## config.mk

```make
export PLATFORM = sky130hd
export DESIGN_NAME = thbp_port
export DESIGN_NICKNAME = d
export VERILOG_FILES = /design/src/thbp_pkg.sv /design/src/thbp_sync.sv /design/src/thbp_port.sv
export SDC_FILE = /design/constraint.sdc
export NUM_CORES = 1
export LEC_CHECK = 0
export BUFFER_PORTS_ARGS = -buffer_cell sky130_fd_sc_hd__buf_2
export CAP_MARGIN = 20
export CORE_UTILIZATION = 35
export CTS_CLUSTER_SIZE = 10
export DETAILED_ROUTE_END_ITERATION = 8
export GPL_TIMING_DRIVEN = 0
export SYNTH_ARGS = -nofsm -noshare
export SYNTH_HDL_FRONTEND = slang
export SYNTH_SLANG_ARGS = --single-unit
```

## constraint.sdc

```tcl
create_clock -name core_clk_in -period 11.2 [get_ports core_clk_in]
set_input_delay 2.24 -clock core_clk_in [delete_from_list [all_inputs] [get_ports core_clk_in]]
set_output_delay 2.24 -clock core_clk_in [all_outputs]
set_load 0.02 [all_outputs]
```

## src/thbp_pkg.sv

```systemverilog
// Package for the timer host bus port: widths, codes and reset values.
// Assumes a single 10 MHz core clock and an asynchronous active-high reset.
`default_nettype none
package thbp_pkg;
  // Bus and register geometry.
  localparam int          THBP_BUS_W     = 16;
  localparam int          THBP_BYTE_W    = 8;
  localparam int          THBP_NCNT      = 5;
  localparam int          THBP_PTR_W     = 8;
  localparam int          THBP_NREG      = 256;
  // Bit position of the bus width bit in the master mode register.
  localparam int          THBP_WIDTH_BIT = 14;
  // Lowest bus line that doubles as an extra gate input in 8-bit mode.
  localparam int          THBP_GATE_LO   = 8;
  // Data pointer value selecting the master mode register.
  localparam logic [7:0]  THBP_PTR_MM    = 8'h17;
  // Reset values.
  localparam logic [15:0] THBP_MM_RST    = 16'h0000;
  localparam logic [7:0]  THBP_PTR_RST   = 8'h00;
  localparam logic [7:0]  THBP_CMD_RST   = 8'h00;
  localparam logic [15:0] THBP_ZERO16    = 16'h0000;
  localparam logic [7:0]  THBP_ZERO8     = 8'h00;
  // Command code prefix that loads the data pointer (low bits = pointer).
  localparam logic [2:0]  THBP_CMD_LDPTR = 3'h0;
  // Port select codes on the control/data line.
  localparam logic        THBP_PORT_DATA = 1'b0;
  localparam logic        THBP_PORT_CTRL = 1'b1;
  // Strobe phases seen by the port.
  typedef enum logic [1:0] {
    THBP_IDLE,
    THBP_WRITE,
    THBP_READ
  } thbp_phase_t;
endpackage
`default_nettype wire

```

## src/thbp_sync.sv

```systemverilog
// Two flip-flop synchroniser for a bundle of pin levels.
// Assumes the inputs are asynchronous to core_clk_in.
`default_nettype none
module thbp_sync #(
  parameter int W = 1,
  parameter logic [W-1:0] RST_VAL = '0
) (
  // Clock and reset.
  input  wire logic         core_clk_in,
  input  wire logic         rst_in,
  // Raw pin levels and their synchronised copies.
  input  wire logic [W-1:0] async_in,
  output logic      [W-1:0] sync_out
);
  // First stage; read only by the second stage.
  logic [W-1:0] meta_r;

  // Both stages reset to the idle level of the pins.
  always_ff @(posedge core_clk_in or posedge rst_in) begin
    if (rst_in) begin
      meta_r   <= RST_VAL;
      sync_out <= RST_VAL;
    end else begin
      meta_r   <= async_in;
      sync_out <= meta_r;
    end
  end
endmodule
`default_nettype wire

```

## src/thbp_port.sv

```systemverilog
// Host bus port of a five-counter timer: strobes, port select and bus.
// Assumes host strobes are asynchronous pins and the core clock is faster.
`default_nettype none
module thbp_port
  import thbp_pkg::*;
#(
  parameter int NCNT = THBP_NCNT
) (
  // Clock and reset.
  input  wire logic                  core_clk_in,
  input  wire logic                  rst_in,
  // Host strobes, all active low, and the control/data select (high = control).
  input  wire logic                  chip_sel_n_in,
  input  wire logic                  rd_n_in,
  input  wire logic                  wr_n_in,
  input  wire logic                  ctrl_data_in,
  // Host data bus, split into its three signals.
  input  wire logic [THBP_BUS_W-1:0] host_bus_line_in,
  output logic      [THBP_BUS_W-1:0] host_bus_line_out,
  output logic                       host_bus_line_oe_out,
  // Status from the counter core, shown on a control read.
  input  wire logic [THBP_BYTE_W-1:0] status_in,
  // Core-side view of the port.
  output logic      [THBP_BYTE_W-1:0] command_out,
  output logic                        command_stb_out,
  output logic      [THBP_PTR_W-1:0]  data_ptr_out,
  output logic                        bus_width_bit_out,
  output logic      [NCNT-1:0]        gate_enable_out
);
  ////////////////////////////////////////////////////////////////////////////
  // Pin synchronisation.

  // Synchronised strobes and bus.
  logic                  cs_n_s;
  logic                  rd_n_s;
  logic                  wr_n_s;
  logic                  cd_s;
  logic [THBP_BUS_W-1:0] bus_s;

  // Strobes idle high; the bus idles high as the pull-ups leave it.
  thbp_sync #(.W(4), .RST_VAL(4'hF)) u_sync_strb (
    .core_clk_in (core_clk_in),
    .rst_in      (rst_in),
    .async_in    ({chip_sel_n_in, rd_n_in, wr_n_in, ctrl_data_in}),
    .sync_out    ({cs_n_s, rd_n_s, wr_n_s, cd_s})
  );

  thbp_sync #(.W(THBP_BUS_W), .RST_VAL(16'hFFFF)) u_sync_bus (
    .core_clk_in (core_clk_in),
    .rst_in      (rst_in),
    .async_in    (host_bus_line_in),
    .sync_out    (bus_s)
  );

  ////////////////////////////////////////////////////////////////////////////
  // Strobe qualification.

  // Qualified strobe levels.
  logic        wr_act;
  logic        rd_act;
  logic        wr_act_r;
  logic        wr_fire;
  logic        rd_act_r;
  logic        rd_fire;
  thbp_phase_t phase;

  // strobes gated by select: with chip select high neither counts.
  // write qualified: write only acts while chip select is low.
  always_comb begin
    wr_act = !cs_n_s && !wr_n_s;
    rd_act = !cs_n_s && !rd_n_s;
    // strobes exclusive: the host keeps them apart, write wins if not.
    if (wr_act) begin
      phase = THBP_WRITE;
    end else if (rd_act) begin
      phase = THBP_READ;
    end else begin
      phase = THBP_IDLE;
    end
  end

  // Previous cycle's qualified strobes, for edge detection.
  always_ff @(posedge core_clk_in or posedge rst_in) begin
    if (rst_in) begin
      wr_act_r <= 1'b0;
      rd_act_r <= 1'b0;
    end else begin
      wr_act_r <= (phase == THBP_WRITE);
      rd_act_r <= (phase == THBP_READ);
    end
  end

  // Data is taken at the trailing edge of write, when the bus is settled.
  assign wr_fire = wr_act_r && (phase != THBP_WRITE);
  // A read ends at the trailing edge of read; a data read flips the byte toggle there in 8-bit mode.
  assign rd_fire = rd_act_r && (phase != THBP_READ);

  ////////////////////////////////////////////////////////////////////////////
  // Command register and data pointer.

  // Command register, its strobe and the pointer, plus the byte toggle.
  logic [THBP_BYTE_W-1:0] command_r;
  logic                   command_stb_r;
  logic [THBP_PTR_W-1:0]  ptr_r;
  logic                   hi_byte_r;
  logic                   ctrl_wr;
  logic                   data_wr;
  logic [THBP_BUS_W-1:0]  wr_bus_r;  // Bus value seen during the write.
  logic [THBP_BUS_W-1:0]  mm_r;      // Master mode word.

  // write target: the port select picks command or data space.
  assign ctrl_wr = wr_fire && (cd_s == THBP_PORT_CTRL);
  assign data_wr = wr_fire && (cd_s == THBP_PORT_DATA);

  // Hold the bus while the write lasts, because a host may drop its data
  // as the strobe rises, before the synchronised trailing edge is seen.
  always_ff @(posedge core_clk_in or posedge rst_in) begin
    if (rst_in) begin
      wr_bus_r <= THBP_ZERO16;
    end else if (phase == THBP_WRITE) begin
      wr_bus_r <= bus_s;
    end
  end

  // command load: control writes land in the command register.
  always_ff @(posedge core_clk_in or posedge rst_in) begin
    if (rst_in) begin
      command_r     <= THBP_CMD_RST;
      command_stb_r <= 1'b0;
    end else begin
      command_stb_r <= ctrl_wr;
      if (ctrl_wr) begin
        command_r <= wr_bus_r[THBP_BYTE_W-1:0];
      end
    end
  end

  // A load-pointer command sets the pointer; sequencing is left to the core.
  // Each data access in 8-bit mode flips the byte half accessed.
  always_ff @(posedge core_clk_in or posedge rst_in) begin
    if (rst_in) begin
      ptr_r     <= THBP_PTR_RST;
      hi_byte_r <= 1'b0;
    end else if (ctrl_wr && (wr_bus_r[7:5] == THBP_CMD_LDPTR)) begin
      ptr_r     <= {3'h0, wr_bus_r[4:0]};
      hi_byte_r <= 1'b0;
    end else if ((data_wr || (rd_fire && cd_s == THBP_PORT_DATA))
                 && !mm_r[THBP_WIDTH_BIT]) begin
      hi_byte_r <= !hi_byte_r;
    end
  end

  ////////////////////////////////////////////////////////////////////////////
  // Data-port register space.

  // Registers reached through the pointer; the master mode word is separate.
  logic [THBP_BUS_W-1:0] regs_r [THBP_NREG];
  logic [THBP_BUS_W-1:0] wr_word;

  // Merge one byte into a stored word in 8-bit mode.
  function automatic logic [15:0] merge_byte(input logic [15:0] old_w,
                                             input logic [7:0]  b,
                                             input logic        hi);
    merge_byte = hi ? {b, old_w[7:0]} : {old_w[15:8], b};
  endfunction

  // indirect access: the pointer selects the register word.
  always_comb begin
    if (mm_r[THBP_WIDTH_BIT]) begin
      wr_word = wr_bus_r;
    end else if (ptr_r == THBP_PTR_MM) begin
      wr_word = merge_byte(mm_r, wr_bus_r[7:0], hi_byte_r);
    end else begin
      wr_word = merge_byte(regs_r[ptr_r], wr_bus_r[7:0], hi_byte_r);
    end
  end

  // width reset: master mode clears, leaving the port 8 bits wide.
  always_ff @(posedge core_clk_in or posedge rst_in) begin
    if (rst_in) begin
      mm_r <= THBP_MM_RST;
    end else if (data_wr && ptr_r == THBP_PTR_MM) begin
      mm_r <= wr_word;
    end
  end

  // pointer target: data writes go where the pointer says.
  always_ff @(posedge core_clk_in) begin
    if (data_wr && ptr_r != THBP_PTR_MM) begin
      regs_r[ptr_r] <= wr_word;
    end
  end

  ////////////////////////////////////////////////////////////////////////////
  // Read path and outputs.

  // Read data register and drive enable.
  logic [THBP_BUS_W-1:0] rd_word;
  logic [THBP_BUS_W-1:0] rd_data_r;

  // status read: control reads return the status byte.
  always_comb begin
    if (cd_s == THBP_PORT_CTRL) begin
      rd_word = {THBP_ZERO8, status_in};
    end else if (ptr_r == THBP_PTR_MM) begin
      rd_word = mm_r;
    end else begin
      rd_word = regs_r[ptr_r];
    end
    // narrow bus: 8-bit mode shows one byte on the low lines.
    // The status byte is not subject to the data-port byte toggle.
    if (!mm_r[THBP_WIDTH_BIT] && cd_s == THBP_PORT_DATA) begin
      rd_word = {THBP_ZERO8, hi_byte_r ? rd_word[15:8] : rd_word[7:0]};
    end
  end

  // Read data is refreshed every cycle, whether or not a read is in progress.
  always_ff @(posedge core_clk_in or posedge rst_in) begin
    if (rst_in) begin
      rd_data_r <= THBP_ZERO16;
    end else begin
      rd_data_r <= rd_word;
    end
  end

  // The bus is driven from the cycle after a qualified read is seen until one cycle after it ends; in 8-bit mode
  // the upper lines are driven low, as the one enable covers all 16 lines.
  assign host_bus_line_out    = rd_data_r;
  assign host_bus_line_oe_out = rd_act_r;

  // extra gates: low on lines 8-12 disables that counter's gating.
  // upper lines high: the host keeps 13-15 high, so they are unread.
  always_ff @(posedge core_clk_in or posedge rst_in) begin
    if (rst_in) begin
      gate_enable_out <= '1;
    end else if (mm_r[THBP_WIDTH_BIT]) begin
      gate_enable_out <= '1;
    end else begin
      gate_enable_out <= bus_s[THBP_GATE_LO +: NCNT];
    end
  end

  assign command_out       = command_r;
  assign command_stb_out   = command_stb_r;
  assign data_ptr_out      = ptr_r;
  assign bus_width_bit_out = mm_r[THBP_WIDTH_BIT];

  ////////////////////////////////////////////////////////////////////////////
  // Checks.

  chk_cs_gates_wr : assert property (@(posedge core_clk_in)
    disable iff (rst_in) cs_n_s |=> !wr_act_r && !rd_act_r)
    else $error("strobe taken while chip select high");
  chk_ctrl_loads_cmd : assert property (@(posedge core_clk_in)
    disable iff (rst_in) ctrl_wr |=> command_r == $past(wr_bus_r[7:0]))
    else $error("command register not loaded");
  chk_cmd_stb_pulse : assert property (@(posedge core_clk_in)
    disable iff (rst_in) command_stb_r |=> !command_stb_r)
    else $error("command strobe longer than one cycle");
  chk_status_read : assert property (@(posedge core_clk_in)
    disable iff (rst_in) rd_act && cd_s && !mm_r[THBP_WIDTH_BIT]
      && $stable(status_in) && $stable(cd_s)
    |=> host_bus_line_out[7:0] == $past(status_in))
    else $error("status not on bus");
  chk_narrow_hi_zero : assert property (@(posedge core_clk_in)
    disable iff (rst_in) !mm_r[THBP_WIDTH_BIT]
      |-> host_bus_line_out[15:8] == THBP_ZERO8
          || $past(mm_r[THBP_WIDTH_BIT]))
    else $error("upper byte driven in narrow mode");
  chk_gate_follow : assert property (@(posedge core_clk_in)
    disable iff (rst_in) !mm_r[THBP_WIDTH_BIT] && $stable(mm_r)
    |=> gate_enable_out == $past(bus_s[THBP_GATE_LO +: NCNT]))
    else $error("gate enables not following bus");
  chk_data_target : assert property (@(posedge core_clk_in)
    disable iff (rst_in) data_wr && ptr_r == THBP_PTR_MM
    |=> mm_r == $past(wr_word))
    else $error("master mode not written");
  chk_oe_read_only : assert property (@(posedge core_clk_in)
    disable iff (rst_in) host_bus_line_oe_out |-> $past(rd_act))
    else $error("bus driven without read");
  cov_ctrl_wr : cover property (@(posedge core_clk_in) ctrl_wr);
  cov_data_wr : cover property (@(posedge core_clk_in) data_wr);
  cov_wide : cover property (@(posedge core_clk_in) mm_r[THBP_WIDTH_BIT]);
  cov_read : cover property (@(posedge core_clk_in) rd_fire);
endmodule
`default_nettype wire

```

-- Yosys cells after proc, flatten, opt, wreduce, memory -nomap -nowiden
Memories as Yosys holds them, arrays and structs flattened.
Cells that the tools add are included.
- word-level logic and storage cells: 57
- memories: 1
- RAM bits: 4096
- bits of input ports: 30
- register bits: 110
- output and inout bits: 40
- bitwise gates (word level): 1
- reductions and logical operators: 20
- equality and inequality tests: 6
- muxes and demuxes: 15
- memory list (memory ; words ; bits a word ; read ports ; clocked after memory_dff ; wr ports ; line ; source):
    regs_r ; 256 ; 16 ; 1 ; 0 ; 1 ; thbp_port.sv:157 ; logic [THBP_BUS_W-1:0] regs_r [THBP_NREG];
- operator list (operator ; number):
    16-bit two-way mux ; 7
    1-bit logical AND ; 12
    8-bit two-way mux ; 1
    5-bit == test (second input constant) ; 1
    1-bit zero test ; 5
    5-bit two-way mux ; 1
    5-bit != test (second input constant) ; 1
    1-bit two-way mux ; 4
    2-bit two-way mux ; 2
    3-bit zero test ; 1
    2-bit by 1-bit == test with 1-bit output (second input constant) ; 1
    2-bit == test (second input constant) ; 1
    2-bit by 1-bit != test with 1-bit output (second input constant) ; 1
    2-bit != test (second input constant) ; 1
    2-bit nonzero test ; 1
    1-bit logical OR ; 1
    1-bit NOT ; 1

-- Longest topological paths before layout
Gate-level depths: netlist of run 1.
- depth in word-level cells: 11
- depth in mapped cells: 11
- gate-level depth less buffers: 7

-- By module
Synthesis of run 1 repeated with hierarchy kept, for this count alone.
- cell total of the unflattened synthesis: 1276
- area total of the unflattened synthesis: 23950.5 um^2
- modules (own cells, without submodules) (module ; area an instance (um^2) ; cells an instance ; instances ; seq. area each (um^2)):
    thbp_port ; 22892.0 ; 1234 ; 1 ; 16982.5
    thbp_sync (u_sync_bus) ; 844.6 ; 33 ; 1 ; 840.8
    thbp_sync (u_sync_strb) ; 214.0 ; 9 ; 1 ; 210.2

-- Least setup slack after synthesis of run 1
OpenSTA, ideal clock, no wires.
- path kind: reg2reg
- start point: reg ptr_r[1] (netlist: data_ptr_out[1])
- end point: mem regs_r[0][8] (data pin)
- period minus slack after synthesis: 3681 ps
- buffers on the path: 4
- arrival time: 3213 ps
- library setup time: 468 ps
- required time: 10732 ps
- stages on the path, launching flop included: 11
- setup slack: 7519 ps
- path through: dfrtp_1 -> buf_6 -> buf_4 -> buf_4 -> buf_4 -> mux2i_1 -> a22oi_1 -> nand3_1 -> o211ai_1 -> o211ai_1 -> o31ai_1
- longest elaborated chain between the ends: 4
- elaborated cells on any way between the ends: 5
- those cells by class: eq/ne: 1; mux: 3; memory: 1
- ends and longest elaborated chain (element ; line ; source):
    start, declared ; thbp_port.sv:104 ; logic [THBP_PTR_W-1:0] ptr_r;
    start signal, assigned ; thbp_port.sv:145 ; ptr_r <= {3'h0, wr_bus_r[4:0]};
    memory read 256 x 16 bit ; n/a ;
    16-bit two-way mux ; thbp_port.sv:164 ; merge_byte = hi ? {b, old_w[7:0]} : {old_w[15:8], b};
    16-bit two-way mux (*) ; thbp_port.sv:171 ; end else if (ptr_r == THBP_PTR_MM) begin
    16-bit two-way mux (*) ; thbp_port.sv:169 ; if (mm_r[THBP_WIDTH_BIT]) begin
    named net wr_word[8] ; thbp_port.sv:158 ; logic [THBP_BUS_W-1:0] wr_word;
    end, declared ; thbp_port.sv:157 ;
The timed path passes the listed nets; every way through them passes the cells marked *.

-- Worst setup path in the final report of run 1
- start point: reg ptr_r[3] (netlist: data_ptr_out[3])
- end point: mem regs_r[22][0] (data pin)
Same word-level chain as after synthesis.

==> impl_metrics.csv, run 1 <==
group,metric,value,unit
die,start_util,35.52,%
cells_and_area,layoutNonFillerInstCount,2370,
worst_setup_path,reg2regPathDepth,8,
routing,avgRoutedWirePerCell,28.64,um
worst_setup_path,end_kind,"register",
power,pwr-share-seq,41.9,%
hold_path,min_to,"u_sync_bus.sync_out[11]",
cts,cts_tree,"done",
placed_design,numPortBuffers,66,
cts,ctsHoldBuffers,0,
routing,via_per_inst,5.617,
die,die_width,263.8,um
worst_setup_path,worst_ep_arrival_time,4.74,ns
cts,cts_buffers,73,
timing,fin_skew,0.02997,ns
grt,grt_usage,19.65,%
yosys,netlist_area,23980,um^2
yosys,synth_area_leaders,"edfxtp_1, mux4_2, dfrtp_1",
hold_path,min_path_type,"reg2reg",
cts,cts_root_buf,"clkbuf_16",
yosys,synth_top_cell_by_area,"edfxtp_1",
power,p_per_area,252.6,nW/um^2
grt,grt_pass1_wl,97330,um
cells_and_area,final_area,28420,um^2
cts,clk-insertion-delay-late,0.62,ns
cts,clock_sinks,619,
worst_setup_path,startpoint_type,"register",
timing,hold_viol,0,
timing,whs,0.3550,ns
worst_setup_path,rr_endpoint,"regs_r[22][0]",
die,rows,95,
timing,maxSlewHeadroom,24.61,%
worst_setup_path,reg2reg_from,"data_ptr_out[3]",
die,ioPinCount,70,
timing,setup_violations,0,
placed_design,gp_congestion,0.9301,
grt,antenna_found_initial,0,
cells_and_area,drive_above_1_share,32.06,%
routing,drc,0,
yosys,synth_edf_count,509,
grt,grt_max_degree,78,
yosys,yosysTopAreaCellShare,63.73,%
timing,slew_viol_final,0,
timing,final.period_utilization,38.35,%
timing,min_period,4.295,ns
power,p_comb_share,28.3,%
cts,clk_pin_slew,0.06,ns
cts,htree_levels,3,
die,dieArea,69570,um^2
placed_design,hpwl,44180,um
cells_and_area,antenna_cells,0,
yosys,syn_inst,1266,
placed_design,placed_area,26290,um^2
grt,grt_pass1_vias,13540,
timing,rsz0062_at_grt,"no",
timing,finalSetupTns,0,ns
cts,cts_max_path_buffers,3,
cts,postCtsSetupRepairBufs,0,
routing,routed_wl,67880,um
run_status,status,"finished, final reports clean",
cells_and_area,syn2layout_area_growth,18.49,%
worst_setup_path,critPathKind,"reg2reg",
yosys,synth-seq-area-share,75.45,%
die,die_h,263.8,um
run,cap_violations,0,
worst_setup_path,cp_max_fo,24,
power,swShare,31.71,%
power,ir_worst_vdd,130.7,uV
yosys,ys_ff_latch,619,
yosys,syn_area_per_cell,18.94,um^2
yosys,synth-main-ff-cell,"edfxtp_1",
routing,num_vias,13310,
power,p_switching,0.002276,W
power,power.leakage,9.651,nW
hold_path,hold_depth,0,
yosys,yosysWarnings,0,
routing,first_pass_iters,6,
routing,drt_iter0_markers,1482,
power,p_int,0.004902,W
yosys,synthDistinctLibCells,66,
power,clock_power_share,29.8,%
grt,overflow,0,
cts,ctsResizeCount,0,
die,coreArea,67510,um^2
worst_setup_path,r2r_slack,6.90,ns
placed_design,dp_cells,2262,
hold_path,min-delay-start,"u_sync_bus.meta_r[11]",
cells_and_area,nNetsFinal,1496,
timing,tightestPinTransition,1.131,ns
yosys,synth-async-reset-ratio,17.77,%
routing,ant_nets,0,
worst_setup_path,cp.required,11.65,ns
timing,clock.fmax,232.8,MHz
per-layer routing:
layer  up-vias  track usage (%)  wire, um  share of wire, %
met3       218            5.117      6201               9.1
met1      6932            26.17     27190                40
met4         2            8.281      3023               4.5
met5         -                0        69              0.10
met2       755            30.55     31390                46
li1       5406                -         -                 -
cell usage after synthesis, types with 4 or more instances:
library cell and instances:
a211oi_1 4, a21oi_1 25, a221o_1 5, a221oi_1 6, a22oi_1 18, a31oi_1 9, and2_1 4, buf_1 6
buf_2 11, buf_4 21, buf_6 7, clkbuf_1 21, dfrtp_1 65, dfstp_2 45, edfxtp_1 509, inv_1 14
mux2_2 40, mux2i_1 66, mux4_1 6, mux4_2 98, nand2_1 96, nand2b_1 5, nand3_1 7, nor2_1 59
nor2b_1 7, nor3_1 10, o211ai_1 7, o21ai_0 18, o221ai_1 4, o22ai_1 15, or2_2 7
cells by family after synthesis:
logic type,synth area share [%]
simple gates,3.923
xor+xnor,0.03653
compound gates,4.007
mux,14.62
other cells,0.01564
flops,75.45
buf+inv,1.951
power by group through the flow:
| stage | Clock [W] | Combinational (W) | Sequential (W) |
|---|---|---|---|
| 2_1_floorplan | 0 | 0.00109 | 0.00309 |
| 3_3_place_gp | 0 | 0.00179 | 0.00309 |
| 3_5_place_dp | 0 | 0.00198 | 0.00306 |
| 4_1_cts | 0.00217 | 0.00198 | 0.00301 |
| 5_1_grt | 0.00225 | 0.00212 | 0.00302 |
| 6_report | 0.00214 | 0.00203 | 0.00301 |
area by class of cell:
cell class / count / area, um^2
Inverter: 16 / 62.56
Clock buffer: 101 / 2026
Buffer: 67 / 407.9
Timing Repair Buffer: 110 / 972.2
Multi-Input combinational cell: 579 / 5698
Sequential cell: 619 / 18090
Fill cell: 5926 / 39100
Tap cell: 873 / 1092
Clock inverter: 5 / 63.81
sequential cells by signal, indices dropped and copies added (netlist names), 5 cells and up:
register and count:
wr_bus_r 16, regs_r 509, mm_r 16, u_sync_bus.meta_r 16, data_ptr_out 5, command_out 8
u_sync_bus.sync_out 16, host_bus_line_out 16, gate_enable_out 5
critical path, stage by stage, from the launching register on:
cell and delay, ns:
dfrtp_1 0.51, clkbuf_1 0.53, buf_1 0.90, o21bai_1 0.42
o22ai_1 0.43, a221o_1 0.33, a21oi_1 0.15, nor2_2 0.59
buf_8 0.26
cells in the final DEF, fill, tap and decap left out, types with 9 or more instances in the layout:
cell | synthesis | routed
a21oi_1 | 25 | 20
a22oi_1 | 18 | 18
buf_2 | 11 | 78
buf_4 | 21 | 23
buf_6 | 7 | 22
buf_8 | 1 | 22
clkbuf_1 | 21 | 43
clkbuf_16 | 0 | 76
conb_1 | 1 | 16
dfrtp_1 | 65 | 65
dfstp_2 | 45 | 45
edfxtp_1 | 509 | 509
inv_1 | 14 | 13
mux2_2 | 40 | 40
mux2i_1 | 66 | 66
mux4_2 | 98 | 98
nand2_1 | 96 | 96
nor2_1 | 59 | 34
nor2_2 | 0 | 13
nor2_4 | 0 | 12
nor3_2 | 1 | 9
o21ai_0 | 18 | 16
o22ai_1 | 15 | 15
stage by stage:
stage	total power, W	utilization [%]	setup WS (ns)
after global routing	0.007386	42.09	6.902
final	0.007178	42.09	6.905
after floorplan	0.004181	-	6.132
after global placement	0.004875	37.71	5.020
after CTS	0.007161	42.04	6.948
after detailed placement	0.005030	38.95	6.992
how the worst max path moves through the flow:
stage | from | endpoint | cells past startpoint
global placement | rst_in | wr_bus_r[14] | 2
global route | data_ptr_out[3] | regs_r[12][0] | 8
floorplan | rst_in | command_out[0] | 1
CTS | data_ptr_out[0] | regs_r[15][15] | 9
finish | data_ptr_out[3] | regs_r[22][0] | 8
detailed placement | data_ptr_out[0] | regs_r[21][15] | 9
Note: power is estimated with default switching activity, not from simulation.
==> run 2, diff against run 1 <==
clock period = 4.1 ns   (was 11.2 ns; I/O delays follow)
==> impl_metrics.csv, run 2 (synthesized netlist as in run 1, its figures left out) <==
group,metric,value,unit
run_status,status,"finished with violations",
run_status,violations,"setup timing",
placed_design,numPortBuffers,66,
power,p_per_area,689.8,nW/um^2
cells_and_area,largest_reg_flops,509,
worst_setup_path,critical_path.slowest_cell,"clkbuf_1",
die,die_width,263.8,um
power,power.leakage,9.668,nW
worst_setup_path,startpoint_type,"register",
run,cap_violations,0,
timing,fin_ws,-0.09383,ns
routing,ant_nets,0,
grt,antenna_found_initial,0,
worst_setup_path,critPathKind,"reg2reg",
hold_path,min_path_type,"in2async",
timing,slew_viol_final,0,
routing,via_per_inst,5.624,
grt,overflow,0,
power,ir_worst_vdd,357.8,uV
routing,first_pass_iters,6,
timing,whs,0.2200,ns
cts,cts_max_path_buffers,3,
cts,cts_buffers,73,
worst_setup_path,cp_num_buf_inv,3,
cells_and_area,fillers,5913,
grt,grt_usage,19.66,%
routing,routed_wl,67940,um
power,p_int,0.01339,W
die,dieArea,69570,um^2
cts,cts_root_buf,"clkbuf_16",
power,pwr-share-seq,41.9,%
routing,num_vias,13330,
grt,grt_use_met2,30.67,%
worst_setup_path,worst_ep_arrival_time,4.42,ns
die,die_h,263.8,um
die,rows,95,
worst_setup_path,crit_chain,"clkbuf_1, clkbuf_1, clkbuf_1, nand2_1, nor2_4",
worst_setup_path,end_kind,"register",
timing,setup_violations,67,
power,p_switching,0.006246,W
cells_and_area,drive_above_1_share,32.24,%
grt,top_usage_layer,"met2",
die,start_util,35.52,%
timing,clock.fmax,238.4,MHz
grt,grt_max_degree,78,
cells_and_area,final_common_cell,"edfxtp_1",
grt,met3_usage,5.099,%
cts,clk-insertion-delay-late,0.62,ns
cells_and_area,seq_area,18090,um^2
cells_and_area,layout_common_cells,"edfxtp_1, mux4_2, nand2_1",
cts,clock_sinks,619,
cells_and_area,final_area,28460,um^2
timing,tightestPinTransition,1.025,ns
placed_design,dp_cells,2262,
power,swShare,31.81,%
routing,avgRoutedWirePerCell,28.65,um
power,fin_total_pwr,0.01963,W
placed_design,gp_congestion,0.9301,
timing,maxSlewHeadroom,31.41,%
cells_and_area,multi_input_area,5709,um^2
cells_and_area,syn2layout_area_growth,18.69,%
cells_and_area,regMostFlops,"regs_r",
timing,min_period,4.194,ns
placed_design,hpwl,44180,um
cts,htree_levels,3,
grt,grt_pass1_wl,97380,um
worst_setup_path,cp_max_fo,16,
power,clock_power_share,29.8,%
worst_setup_path,cp.required,4.32,ns
cts,ctsHoldBuffers,0,
timing,hold_viol,0,
worst_setup_path,cpLargestDelayFamily,"buffers and inverters",
worst_setup_path,crit_top_cell,"clkbuf_1",
power,p_comb_share,28.3,%
routing,drt_iter0_markers,1660,
grt,grt_pass1_vias,13550,
cts,clk_pin_slew,0.06,ns
grt,met1_usage,26.18,%
cts,cts_tree,"done",
routing,drc,0,
die,ioPinCount,70,
timing,fin_skew,0.03060,ns
worst_setup_path,crit_path_max_incr_delay,0.82,ns
placed_design,placed_area,26290,um^2
cells_and_area,antenna_cells,0,
cells_and_area,nNetsFinal,1497,
die,coreArea,67510,um^2
timing,final.period_utilization,102.3,%
cells_and_area,layoutNonFillerInstCount,2371,
==> run 2: cell types whose count changed in the layout (fill, tap and decap cells not counted), sizes merged <==
cell	before	now
clkbuf	122	123
==> run 2: repair_timing <==
item | in CTS | in global routing
gates cloned | 0 | 0
endpoints found under the hold margin | 0 | 0
resized for setup | 2 | 2
endpoints found under the setup margin | 56 | 107
buffers inserted | 0 | 2
pin swaps | 0 | 1
==> run 2: worst register-to-register path: stages (launching register included) <==
cell and delay (ns):
dfrtp_1 0.49, clkbuf_1 0.63, clkbuf_1 0.82, clkbuf_1 0.60, nand2_1 0.42, nor2_4 0.82
==> run 2: worst paths after layout <==
| check | start | to | slack [ns] | cells past startpoint |
|---|---|---|---|---|
| min reg2reg | u_sync_strb.meta_r[3] | u_sync_strb.sync_out[3] | 0.35 | 0 |
| max reg2reg | data_ptr_out[4] | regs_r[18][2] | -0.09 | 5 |
| min in group core_clk_in | host_bus_line_in[8] | u_sync_bus.meta_r[8] | 0.32 | 1 |
| min | rst_in | host_bus_line_out[2] | 0.22 | 2 |
| max in group asynchronous | rst_in | u_sync_strb.sync_out[0] | 3.10 | 3 |
| max | data_ptr_out[4] | regs_r[18][2] | -0.09 | 5 |
==> run 2: routing by layer <==
layer / share of wire, % / wire (um) / vias to the layer above
li1: - / - / 5407
met1: 40 / 27130 / 6919
met2: 46 / 31550 / 806
met3: 9.4 / 6379 / 202
met4: 4.2 / 2881 / 0
met5: 0 / 0 / -
==> run 2: power by group through the flow <==
stage / Clock (W) / Combinational, W / Sequential (W)
after global routing: 0.00615 / 0.00580 / 0.00824
after floorplan: 0 / 0.00299 / 0.00843
after global placement: 0 / 0.00488 / 0.00844
after detailed placement: 0 / 0.00540 / 0.00835
after CTS: 0.00593 / 0.00542 / 0.00822
final: 0.00585 / 0.00557 / 0.00822
==> run 2: per-stage QoR <==
| stage | utilization (%) | worst slack [ns] | setup TNS (ns) |
|---|---|---|---|
| 2_1_floorplan | - | 0.4195 | 0 |
| 3_3_place_gp | 37.71 | -1.777 | -856.88 |
| 3_5_place_dp | 38.95 | -0.1078 | -4.545 |
| 4_1_cts | 42.06 | 0.005116 | 0 |
| 5_1_grt | 42.16 | -0.01662 | -0.1105 |
| 6_report | 42.16 | -0.09383 | -4.564 |
==> run 2: cell type report <==
class,instances,area share (%)
clock inverters,5,0.2242
well taps,873,3.838
flip-flops and latches,619,63.57
plain buffers,67,1.437
clock buffers,101,7.117
repair buffers,111,3.539
inverters,16,0.2198
multi-input cells,579,20.06
==> run 3, diff against run 2 <==
==> constraint.sdc (replaced) <==
create_clock -name core_clk_in -period 4.1 [get_ports core_clk_in]
set_input_delay 0.205 -clock core_clk_in [delete_from_list [all_inputs] [get_ports core_clk_in]]
set_output_delay 0.205 -clock core_clk_in [all_outputs]
set_load 0.02 [all_outputs]
==> impl_metrics.csv, run 3 (synthesized netlist as in run 1, its figures left out) <==
group,metric,value,unit
timing,fin_skew,0.02912,ns
worst_setup_path,crit_path_max_incr_delay,0.83,ns
routing,ant_nets,0,
routing,routed_wl,68070,um
run,cap_violations,0,
power,p_comb_share,28.4,%
grt,met3_usage,5.052,%
routing,via_per_inst,5.585,
cts,cts_tree,"done",
worst_setup_path,critical_path.slowest_cell,"nor2_4",
grt,grt_use_met2,30.89,%
routing,first_pass_iters,6,
die,dieArea,69570,um^2
timing,slew_viol_final,0,
routing,drc,0,
power,p_int,0.01341,W
worst_setup_path,critPathKind,"reg2reg",
grt,grt_max_degree,78,
die,die_h,263.8,um
cells_and_area,antenna_cells,0,
cells_and_area,layout_common_cells,"edfxtp_1, mux4_2, nand2_1",
cells_and_area,largest_reg_flops,509,
cts,cts_buffers,73,
timing,final.period_utilization,99.58,%
cells_and_area,final_common_cell,"edfxtp_1",
timing,clock.fmax,244.9,MHz
placed_design,gp_congestion,0.9301,
grt,grt_usage,19.71,%
worst_setup_path,reg2regPathDepth,5,
power,clock_power_share,29.8,%
timing,maxSlewHeadroom,31.02,%
power,ir_worst_vdd,358.0,uV
worst_setup_path,crit_chain,"clkbuf_1, clkbuf_1, clkbuf_1, nand2_1, nor2_4",
placed_design,hpwl,44180,um
run_status,status,"finished, final reports clean",
grt,overflow,0,
hold_path,min_path_type,"in2async",
cells_and_area,drive_above_1_share,31.54,%
placed_design,numPortBuffers,66,
worst_setup_path,cp_max_fo,16,
power,p_switching,0.006237,W
placed_design,placed_area,26290,um^2
power,p_per_area,684.2,nW/um^2
worst_setup_path,crit_top_cell,"clkbuf_1",
grt,grt_pass1_wl,97790,um
die,die_width,263.8,um
grt,top_usage_layer,"met2",
power,pwr-share-seq,41.9,%
grt,antenna_found_initial,0,
die,coreArea,67510,um^2
die,rows,95,
power,swShare,31.75,%
cells_and_area,regMostFlops,"regs_r",
worst_setup_path,startpoint_type,"register",
timing,finalSetupTns,0,ns
cells_and_area,syn2layout_area_growth,19.71,%
timing,rsz0062_at_grt,"no",
grt,met1_usage,26.23,%
cts,clk-insertion-delay-late,0.62,ns
cells_and_area,nNetsFinal,1524,
cts,clock_sinks,619,
timing,setup_violations,0,
cts,htree_levels,3,
cts,cts_max_path_buffers,3,
cts,postCtsSetupRepairBufs,0,
worst_setup_path,worst_ep_arrival_time,4.30,ns
routing,avgRoutedWirePerCell,28.39,um
cts,clk_pin_slew,0.05,ns
cells_and_area,final_area,28710,um^2
worst_setup_path,end_kind,"register",
cts,cts_root_buf,"clkbuf_16",
die,start_util,35.52,%
cells_and_area,fillers,5884,
timing,hold_viol,0,
routing,num_vias,13390,
worst_setup_path,cp.required,4.32,ns
timing,min_period,4.083,ns
routing,drt_iter0_markers,1624,
die,ioPinCount,70,
grt,grt_pass1_vias,13670,
power,power.leakage,9.773,nW
timing,tightestPinTransition,1.031,ns
[run 3: cell count changes in the layout (fill, tap and decap cells not counted), sizes merged]
| cell | before | now |
|---|---|---|
| dlygate4sd3 | 0 | 29 |
| buf | 156 | 154 |
[run 3: power by group through the flow]
stage               Clock (W)  Combinational, W  Sequential [W]
global route          0.00615           0.00581         0.00824
floorplan                   0           0.00299         0.00843
global placement            0           0.00488         0.00844
CTS                   0.00593           0.00544         0.00822
detailed placement          0           0.00540         0.00835
finish                0.00585           0.00557         0.00822
[run 3: final cells by class]
type | count | area [um^2] | area share [%]
plain buffers | 67 | 409.1 | 1.425
repair buffers | 138 | 1257 | 4.380
clock inverters | 5 | 63.81 | 0.2223
clock buffers | 101 | 2026 | 7.056
flip-flops and latches | 619 | 18090 | 63.02
well taps | 873 | 1092 | 3.805
inverters | 16 | 62.56 | 0.2179
multi-input cells | 579 | 5704 | 19.87
[run 3: worst max-delay path, delay by kind of cell (launching register included)]
family | cells | cell delay, ns
flops | 1 | 0.49
buf+inv | 3 | 1.95
simple gates | 2 | 1.23
[run 3: routing by layer]
layer / wire (um) / vias to the layer above
li1: - / 5473
met1: 27440 / 6919
met2: 31710 / 808
met3: 6134 / 191
met4: 2761 / 2
met5: 34 / -
[run 3: repair_timing]
action                                 4_1_cts  5_1_grt
hold buffers                                29        0
gates cloned                                 0        0
gates resized for setup                      2        1
setup endpoints to repair                   56       94
endpoints found under the hold margin       61        0
[run 3: final timing paths]
check,end,slack [ns],start
max,regs_r[17][5],0.02,data_ptr_out[4]
min,host_bus_line_out[2],0.16,rst_in
max reg2reg,regs_r[17][5],0.02,data_ptr_out[4]
min reg2reg,u_sync_bus.sync_out[11],0.36,u_sync_bus.meta_r[11]
max in group asynchronous,u_sync_strb.sync_out[3],3.18,rst_in
min in group core_clk_in,u_sync_bus.meta_r[6],0.25,host_bus_line_in[6]
[run 3: through the flow]
step / util (%) / cells / hold slack [ns] / total power (W) / setup slack (ns)
3_5_place_dp: 38.95 / 2262 / 0.2494 / 0.01374 / -0.1078
5_1_grt: 42.52 / 2398 / 0.2008 / 0.02020 / 0.01542
4_1_cts: 42.49 / 2397 / 0.1408 / 0.01959 / 0.005116
2_1_floorplan: - / 1281 / 0.2095 / 0.01142 / 0.4195
3_3_place_gp: 37.71 / 2220 / 0.3117 / 0.01332 / -1.777
6_report: 42.52 / 2398 / 0.1572 / 0.01964 / 0.01733
